## config.mk

```make
export PLATFORM = sky130hd
export DESIGN_NAME = keypad_matrix_scanner
export DESIGN_NICKNAME = d
export VERILOG_FILES = /design/src/hw/keypad_matrix_scanner.v
export VERILOG_INCLUDE_DIRS = /design/src /design/src/hw
export SDC_FILE = /design/constraint.sdc
export NUM_CORES = 1
export LEC_CHECK = 0
export BUFFER_PORTS_ARGS = -buffer_cell sky130_fd_sc_hd__buf_4
export CAP_MARGIN = 30
export CELL_PAD_IN_SITES_DETAIL_PLACEMENT = 0
export CELL_PAD_IN_SITES_GLOBAL_PLACEMENT = 1
export CORE_ASPECT_RATIO = 1.4
export CORE_UTILIZATION = 44
export CTS_BUF_LIST = sky130_fd_sc_hd__clkbuf_8
export DETAILED_ROUTE_END_ITERATION = 8
export PLACE_DENSITY = 0.84
export SYNTH_ARGS = -nofsm -noshare
export SYNTH_HDL_FRONTEND = slang
export SYNTH_SLANG_ARGS = --single-unit
export TNS_END_PERCENT = 30
```

## constraint.sdc

```tcl
create_clock -name i_core_clk -period 3.2 [get_ports i_core_clk]
set_input_delay 0.48 -clock i_core_clk [delete_from_list [all_inputs] [get_ports i_core_clk]]
set_output_delay 0.48 -clock i_core_clk [all_outputs]
set_load 0.03 [all_outputs]
```

## src/hw/keypad_defs.vh

```
`ifndef KEYPAD_DEFS_VH
`define KEYPAD_DEFS_VH

// Register indices; the byte address is four times the index.
`define KP_IDX_CFG        6'h01
`define KP_IDX_INT_STAT   6'h02
`define KP_IDX_EV_COUNT   6'h03
`define KP_IDX_EVENT      6'h04
`define KP_IDX_SEL_ROW    6'h1d
`define KP_IDX_SEL_COL_LO 6'h1e
`define KP_IDX_SEL_COL_HI 6'h1f
`define KP_IDX_GENERAL_OUTPUT_DATA 6'h20
`define KP_IDX_GENERAL_OUTPUT_DIR  6'h21
`define KP_IDX_GENERAL_INPUT       6'h22

// Field positions.
`define KP_CFG_IRQ_ENABLE_BIT 0
`define KP_INT_KE_BIT     0
`define KP_EVENT_PRESS    7

// Reset values.
`define KP_SEL_ROW_RESET  8'h00
`define KP_SEL_COL_RESET  10'h000
`define KP_GENERAL_OUTPUT_RESET 18'h00000
`define KP_CFG_RESET      1'b0
`define KP_ROW_PULLUP     8'hff
`define KP_COL_PULLUP     10'h3ff

// Matrix shape, event store depth and key numbering.
`define KP_ROWS           8
`define KP_COLS           10
`define KP_KEYS           80
`define KP_FIFO_DEPTH     10
`define KP_FIRST_KEY      7'h01

// Timing.
`define KP_CLK_MHZ        50
`define KP_SCAN_MS        25
`define KP_RST_MIN_US     50
`define KP_SETTLE_CYCLES  3'h4

`endif

```

## src/hw/keypad_matrix_scanner.v

```verilog
// Local design decisions: the APB register port and the register addresses.
`timescale 1ns/1ps
`default_nettype none
`include "keypad_defs.vh"

module keypad_matrix_scanner #(
    parameter SCAN_PERIOD_CYCLES = `KP_SCAN_MS * `KP_CLK_MHZ * 1000,
    parameter RST_MIN_CYCLES     = `KP_RST_MIN_US * `KP_CLK_MHZ
) (
    // Clock and resets
    input  wire        i_core_clk,
    input  wire        i_reset,
    input  wire        i_rst_pin_n,
    // APB slave
    input  wire        i_psel,
    input  wire        i_penable,
    input  wire        i_pwrite,
    input  wire [7:0]  i_paddr,
    input  wire [31:0] i_pwdata,
    output reg         o_pready,
    output reg  [31:0] o_prdata,
    output reg         o_pslverr,
    // Row pins
    input  wire [7:0]  i_row_in,
    output reg  [7:0]  o_row_out,
    output reg  [7:0]  o_row_oe,
    output reg  [7:0]  o_row_pullup,
    // Column pins
    input  wire [9:0]  i_col_in,
    output reg  [9:0]  o_col_out,
    output reg  [9:0]  o_col_oe,
    output reg  [9:0]  o_col_pullup,
    // Host interrupt, open drain
    output reg         o_int_n_out,
    output reg         o_int_n_oe,
    // Serial data pin, open drain
    input  wire        i_sda_pull_low,
    output reg         o_sda_out,
    output reg         o_sda_oe
);

    localparam ST_IDLE  = 3'h0;
    localparam ST_DRIVE = 3'h1;
    localparam ST_PROC  = 3'h2;
    localparam ST_WAIT  = 3'h3;

    // Pin synchronisers.
    reg  [17:0] pin_meta, pin_sync;
    reg         rst_meta, rst_sync;
    wire [7:0]  row_s = pin_sync[7:0];

    // Reset pin qualification.
    reg  [31:0] rst_low_cnt;
    reg         pin_rst;
    wire        rst = i_reset | pin_rst;

    // Registers.
    reg         key_event_irq_enable;
    reg         key_event_flag;
    reg  [7:0]  sel_row;
    reg  [9:0]  sel_col;
    reg  [17:0] general_output_data, general_output_dir;

    // Event store.
    reg  [7:0]  fifo_mem [0:`KP_FIFO_DEPTH-1];
    reg  [3:0]  fifo_rd, fifo_wr, fifo_cnt;
    reg         push;
    reg  [7:0]  push_data;

    // Scanner.
    reg  [2:0]  state;
    reg  [3:0]  col_idx;
    reg  [6:0]  key_idx, key_num;
    reg  [2:0]  settle;
    reg  [31:0] tick_cnt;
    reg  [`KP_KEYS-1:0] cur, prev, held;
    integer     r;

    wire        any_row_low = |(~row_s & sel_row);
    wire        apb_done    = i_psel & i_penable & o_pready;
    wire        apb_wr      = apb_done & i_pwrite;
    wire        apb_rd      = apb_done & ~i_pwrite;
    wire [5:0]  idx         = i_paddr[7:2];
    wire        pop         = apb_rd & (idx == `KP_IDX_EVENT) & (fifo_cnt != 4'h0);
    wire        fifo_full   = (fifo_cnt == `KP_FIFO_DEPTH);

    always @(posedge i_core_clk) begin
        pin_meta <= {i_col_in, i_row_in};
        pin_sync <= pin_meta;
        rst_meta <= i_rst_pin_n;
        rst_sync <= rst_meta;
    end

    // Short low pulses on the reset pin never reach the counter's limit.
    always @(posedge i_core_clk) begin
        if (i_reset | rst_sync) begin
            rst_low_cnt <= 32'h0;
            pin_rst     <= 1'b0;
        end else if (rst_low_cnt >= RST_MIN_CYCLES - 1) begin
            pin_rst     <= 1'b1;
        end else begin
            rst_low_cnt <= rst_low_cnt + 32'h1;
        end
    end

    // APB slave with one wait state; writes and pops act at completion.
    always @(posedge i_core_clk) begin
        if (rst) begin
            o_pready  <= 1'b0;
            o_prdata  <= 32'h0;
            o_pslverr <= 1'b0;
        end else if (i_psel & i_penable & ~o_pready) begin
            o_pready  <= 1'b1;
            o_pslverr <= 1'b0;
            o_prdata  <= 32'h0;
            case (idx)
                `KP_IDX_CFG:        o_prdata[`KP_CFG_IRQ_ENABLE_BIT] <= key_event_irq_enable;
                `KP_IDX_INT_STAT:   o_prdata[`KP_INT_KE_BIT] <= key_event_flag;
                `KP_IDX_EV_COUNT:   o_prdata[3:0] <= fifo_cnt;
                `KP_IDX_EVENT:      o_prdata[7:0] <= (fifo_cnt != 4'h0) ?
                                                     fifo_mem[fifo_rd] : 8'h00;
                `KP_IDX_SEL_ROW:    o_prdata[7:0] <= sel_row;
                `KP_IDX_SEL_COL_LO: o_prdata[7:0] <= sel_col[7:0];
                `KP_IDX_SEL_COL_HI: o_prdata[1:0] <= sel_col[9:8];
                `KP_IDX_GENERAL_OUTPUT_DATA: o_prdata[17:0] <= general_output_data;
                `KP_IDX_GENERAL_OUTPUT_DIR:  o_prdata[17:0] <= general_output_dir;
                `KP_IDX_GENERAL_INPUT:       o_prdata[17:0] <= pin_sync;
                default:            o_pslverr <= 1'b1;
            endcase
        end else begin
            o_pready  <= 1'b0;
            o_pslverr <= 1'b0;
        end
    end

    // Configuration written by software; all cleared by either reset.
    always @(posedge i_core_clk) begin
        if (rst) begin
            key_event_irq_enable <= `KP_CFG_RESET;
            sel_row              <= `KP_SEL_ROW_RESET;
            sel_col              <= `KP_SEL_COL_RESET;
            general_output_data  <= `KP_GENERAL_OUTPUT_RESET;
            general_output_dir   <= `KP_GENERAL_OUTPUT_RESET;
        end else if (apb_wr) begin
            case (idx)
                `KP_IDX_CFG:        key_event_irq_enable <= i_pwdata[`KP_CFG_IRQ_ENABLE_BIT];
                `KP_IDX_SEL_ROW:    sel_row <= i_pwdata[7:0];
                `KP_IDX_SEL_COL_LO: sel_col[7:0] <= i_pwdata[7:0];
                `KP_IDX_SEL_COL_HI: sel_col[9:8] <= i_pwdata[1:0];
                `KP_IDX_GENERAL_OUTPUT_DATA: general_output_data <= i_pwdata[17:0];
                `KP_IDX_GENERAL_OUTPUT_DIR:  general_output_dir <= i_pwdata[17:0];
                default: ;
            endcase
        end
    end

    // Key-event flag: a new event wins over a clear in the same cycle.
    always @(posedge i_core_clk) begin
        if (rst) begin
            key_event_flag <= 1'b0;
        end else if (push) begin
            key_event_flag <= 1'b1;
        end else if (apb_wr && idx == `KP_IDX_INT_STAT && i_pwdata[`KP_INT_KE_BIT]
                     && fifo_cnt == 4'h0) begin
            key_event_flag <= 1'b0;
        end
    end

    // Event store; new events are dropped while it is full.
    always @(posedge i_core_clk) begin
        if (rst) begin
            fifo_rd  <= 4'h0;
            fifo_wr  <= 4'h0;
            fifo_cnt <= 4'h0;
        end else begin
            if (push && !fifo_full) begin
                fifo_mem[fifo_wr] <= push_data;
                fifo_wr <= (fifo_wr == `KP_FIFO_DEPTH - 1) ? 4'h0 : fifo_wr + 4'h1;
            end
            if (pop) begin
                fifo_rd <= (fifo_rd == `KP_FIFO_DEPTH - 1) ? 4'h0 : fifo_rd + 4'h1;
            end
            if ((push && !fifo_full) && !pop) begin
                fifo_cnt <= fifo_cnt + 4'h1;
            end else if (!(push && !fifo_full) && pop) begin
                fifo_cnt <= fifo_cnt - 4'h1;
            end
        end
    end

    // Scanner: each pass drives one selected column at a time, then
    // walks all keys; a key changes state after two equal samples.
    always @(posedge i_core_clk) begin
        push      <= 1'b0;
        push_data <= 8'h00;
        if (rst) begin
            state    <= ST_IDLE;
            col_idx  <= 4'h0;
            key_idx  <= 7'h0;
            key_num  <= `KP_FIRST_KEY;
            settle   <= 3'h0;
            tick_cnt <= 32'h0;
            cur      <= {`KP_KEYS{1'b0}};
            prev     <= {`KP_KEYS{1'b0}};
            held     <= {`KP_KEYS{1'b0}};
        end else begin
            if (tick_cnt != 32'h0) begin
                tick_cnt <= tick_cnt - 32'h1;
            end
            case (state)
                ST_IDLE: begin
                    if (any_row_low) begin
                        state    <= ST_DRIVE;
                        col_idx  <= 4'h0;
                        settle   <= `KP_SETTLE_CYCLES;
                        tick_cnt <= SCAN_PERIOD_CYCLES - 1;
                        cur      <= {`KP_KEYS{1'b0}};
                    end
                end
                ST_DRIVE: begin
                    if (!sel_col[col_idx] || settle == 3'h0) begin
                        for (r = 0; r < `KP_ROWS; r = r + 1) begin
                            cur[r * `KP_COLS + col_idx] <= sel_col[col_idx] &
                                                          sel_row[r] & ~row_s[r];
                        end
                        settle <= `KP_SETTLE_CYCLES;
                        if (col_idx == `KP_COLS - 1) begin
                            state   <= ST_PROC;
                            key_idx <= 7'h0;
                            col_idx <= 4'h0;
                            key_num <= `KP_FIRST_KEY;
                        end else begin
                            col_idx <= col_idx + 4'h1;
                        end
                    end else begin
                        settle <= settle - 3'h1;
                    end
                end
                ST_PROC: begin
                    if (cur[key_idx] && prev[key_idx] && !held[key_idx]) begin
                        held[key_idx] <= 1'b1;
                        push          <= 1'b1;
                        push_data     <= {1'b1, key_num};
                    end else if (!cur[key_idx] && !prev[key_idx] && held[key_idx]) begin
                        held[key_idx] <= 1'b0;
                        push          <= 1'b1;
                        push_data     <= {1'b0, key_num};
                    end
                    prev[key_idx] <= cur[key_idx];
                    key_idx <= key_idx + 7'h1;
                    key_num <= key_num + 7'h1;
                    if (key_idx == `KP_KEYS - 1) begin
                        state   <= ST_WAIT;
                    end
                end
                ST_WAIT: begin
                    if (held == {`KP_KEYS{1'b0}} && prev == {`KP_KEYS{1'b0}}) begin
                        state <= ST_IDLE;
                    end else if (tick_cnt == 32'h0) begin
                        state    <= ST_DRIVE;
                        col_idx  <= 4'h0;
                        settle   <= `KP_SETTLE_CYCLES;
                        tick_cnt <= SCAN_PERIOD_CYCLES - 1;
                        cur      <= {`KP_KEYS{1'b0}};
                    end
                end
                default: state <= ST_IDLE;
            endcase
        end
    end

    // Pin drivers; matrix columns only ever drive low.
    always @(posedge i_core_clk) begin
        if (rst) begin
            o_row_out    <= 8'h00;
            o_row_oe     <= 8'h00;
            o_row_pullup <= `KP_ROW_PULLUP;
            o_col_out    <= 10'h000;
            o_col_oe     <= 10'h000;
            o_col_pullup <= `KP_COL_PULLUP;
            o_int_n_out  <= 1'b0;
            o_int_n_oe   <= 1'b0;
            o_sda_out    <= 1'b0;
            o_sda_oe     <= 1'b0;
        end else begin
            o_row_pullup <= `KP_ROW_PULLUP;
            o_col_pullup <= `KP_COL_PULLUP;
            o_row_out    <= general_output_data[7:0] & ~sel_row;
            o_row_oe     <= general_output_dir[7:0] & ~sel_row;
            o_col_out    <= general_output_data[17:8] & ~sel_col;
            if (state == ST_DRIVE) begin
                o_col_oe <= (general_output_dir[17:8] & ~sel_col) |
                            (sel_col & (10'h001 << col_idx));
            end else begin
                o_col_oe <= (general_output_dir[17:8] & ~sel_col) | sel_col;
            end
            o_int_n_out  <= 1'b0;
            o_int_n_oe   <= key_event_flag & key_event_irq_enable;
            o_sda_out    <= 1'b0;
            o_sda_oe     <= i_sda_pull_low;
        end
    end

endmodule // keypad_matrix_scanner

`default_nettype wire

```

==> results.py <==
metrics = {
    "outcome": {
        "outcome": "finished, final reports clean",
    },
    "clock_tree": {
        "insertion_delay_ns": 0.76,
        "cts_buffer_depth": 3,
        "clock_sinks": 585,
        "cts_tree": "yes",
        "clk_pin_slew_worst_paths_ns": 0.07,
        "h-tree-depth": 3,
        "cts_buffers": 88,
        "cts_root_buffer": "clkbuf_8",
    },
    "drt": {
        "wl_per_cell_um": 23.14,
        "routed_via_density": 6.177,
        "ant_nets": 0,
        "finalWirelength_mm": 110.5,
        "dr.pass1.iters": 6,
        "drt-initial-drc-count": 3236,
        "vias": 29503,
        "drc_errors": 0,
    },
    "global_routing": {
        "antenna_found_initial": 1,
        "grt_first_pass_wirelength_mm": 166.2,
        "grt.overflow.total": 0,
        "grt_pass1_vias": 27768,
        "grt_max_degree": 183,
        "grt_use_total": 0.3038,
    },
    "layout": {
        "post-route-util": 0.5205,
        "final_common_cell": "nand2_1",
        "num-nets-final": 3878,
        "fillers": 6420,
        "syn2layout_area_growth_pct": 17.12,
        "drive_gt1_frac": 0.1692,
        "final_cell_mix": "568 x nand2_1, 502 x dfxtp_1, 348 x buf_4",
        "final_cell_count_no_fill": 4776,
    },
    "power": {
        "powerDensity_mw_per_mm2": 470.9,
        "irDropWorstVdd_v": 0.0004663,
        "p_leak_nw": 12.26,
    },
    "sta": {
        "tightestPinTransition_ns": 0.9570,
        "fin_worst_skew_ns": 0.07892,
        "worst_slew_margin_rel": 0.3620,
        "finalCritPeriodShare": 0.9958,
        "setup_tns_ns": 0,
        "finalCriticalPeriod_ns": 3.187,
        "whs_ns": 0.04575,
        "fmax_ghz": 0.3138,
        "drv_slew": 0,
        "hold_viol": 0,
        "setup_viol": 0,
    },
    "worst_setup_path": {
        "crit_fanout": 34,
        "crit_chain": "buf_12 -> buf_4 -> and2_1 -> o2bb2ai_1 -> o22ai_1 -> a2111o_1 -> and4_2 -> buf_12 -> buf_4 -> a311oi_1",
        "r2r-start": "key_idx[1]",
        "max_stage_delay_ns": 0.57,
        "required_ns": 3.79,
        "crit_arrival_ns": 3.77,
        "critPathLaunch": "key_idx[1]",
        "crit_type": "reg -> reg",
        "worstSetupEndpointType": "flip-flop",
        "critPathSlowestCell": "a2111o_1",
        "start_kind": "flip-flop",
    },
    "placement": {
        "io_buffers": 106,
        "dp_hpwl_mm": 77.32,
        "gp_congestion": 1.006,
        "placed_cells": 4574,
    },
    "synthesis": {
        "synth_cell_types": 91,
        "ys_top_cells_by_area": "dfxtp_1 33%, edfxtp_1 7.8%, nand2_1 7.0%",
        "synth.top_cell.area_share": 0.3302,
        "synth_flop_cell": "dfxtp_1",
        "synth_edf_count": 80,
        "yosysTopAreaCell": "dfxtp_1",
        "synth_seq_cells": 585,
        "synthCells": 3579,
        "seq_area_frac_synth": 0.4086,
        "synth_warnings": 0,
        "synth.cell_area_sq_mm": 0.03062,
        "async_flop_share": 0,
        "avgSynthCellArea_sq_um": 8.555,
    },
    "die": {
        "start_util": 0.4444,
        "chipWidth_um": 224.9,
        "placementRows": 114,
        "die_area_sq_mm": 0.07066,
        "core_region_area_sq_mm": 0.06889,
        "die_h_um": 314.1,
        "ioPinCount": 157,
    },
    "hold_path": {
        "hold_start": "i_pwdata[2]",
        "holdCritPathClass": "in -> reg",
    },
    "job": {
        "max-cap-violations": 0,
    },
}
[stage by stage]
stage,cell area (sq um),setup slack (ns),total power (W)
2_1_floorplan,30740,-0.06552,0.009931
3_3_place_gp,33450,0.03059,0.01062
3_5_place_dp,33460,-0.01241,0.01063
4_1_cts,35610,0.01750,0.01697
5_1_grt,35860,-0.002639,0.01757
6_report,35860,0.01344,0.01689
[per-layer routing]
layer	vias up	track usage	share of wire
li1	13621	-	-
met1	13989	0.3663	0.38
met2	1486	0.4977	0.47
met3	407	0.05031	0.080
met4	0	0.2019	0.067
met5	-	0	0
[Yosys cell counts, drive strengths merged, types with 54 or more instances]
library cell and count:
nor4 119, edfxtp 80, clkbuf 224, o22ai 62
buf 104, dfxtp 505, nand2 569, nand3 109
a21oi 159, mux2i 132, o211ai 71, o21ai 126
a211oi 62, nor3 54, nor2 338, a31oi 58
[path summary, 6_finish.rpt]
check	end	slack, ns	cells past startpoint
worst max-delay path	prev[38]	0.01	10
worst min-delay path	general_output_dir[2]	0.05	3
worst max register to register	prev[38]	0.01	10
worst min register to register	pin_sync[7]	0.33	0
[what timing repair did]
item,in CTS,in global routing
setup buffers,0,9
cloned,0,2
endpoints found under the setup margin,15,136
hold buffers,34,0
gates resized for setup,3,29
endpoints found under the hold margin,49,0
pin swaps,0,8
[power breakdown]
part           leakage [nW]  total [W]  internal, W  switching [W]
logic                  6.37    0.00277      0.00111        0.00166
clock network          1.00    0.00634      0.00326        0.00308
registers              4.89    0.00778      0.00761       0.000163
total                  12.3     0.0169       0.0120        0.00490
[layout make-up]
type                            count  area, sq um  area share
Sequential cell                   585        12520      0.3492
Multi-Input combinational cell   2655        16770      0.4677
Antenna cell                        1        2.502  0.00006978
Inverter                           44        165.2    0.004606
Tap cell                          928         1161     0.03238
Clock buffer                      113         1555     0.04337
Timing Repair Buffer              407         3447     0.09612
Clock inverter                     43        236.5    0.006594
[worst max-delay path: cells and delay by family, from the launching register on]
family | cells | cell delay, ns
compound gates | 4 | 1.14
buf+inv | 4 | 0.74
flops | 1 | 0.51
simple gates | 2 | 0.60
[cells by family (layout without fill, tap and decap cells)]
kind of cell / after synthesis / count (layout) / synth area share
flops: 585 / 585 / 0.4086
fa+ha+maj: 33 / 33 / 0.01365
other cells: 2 / 35 / 0.0002453
mux: 200 / 200 / 0.08177
buf+inv: 372 / 607 / 0.05410
compound gates: 872 / 872 / 0.2020
simple gates: 1469 / 1470 / 0.2264
xor+xnor: 46 / 46 / 0.01316
(Power assumes the default switching activity.)
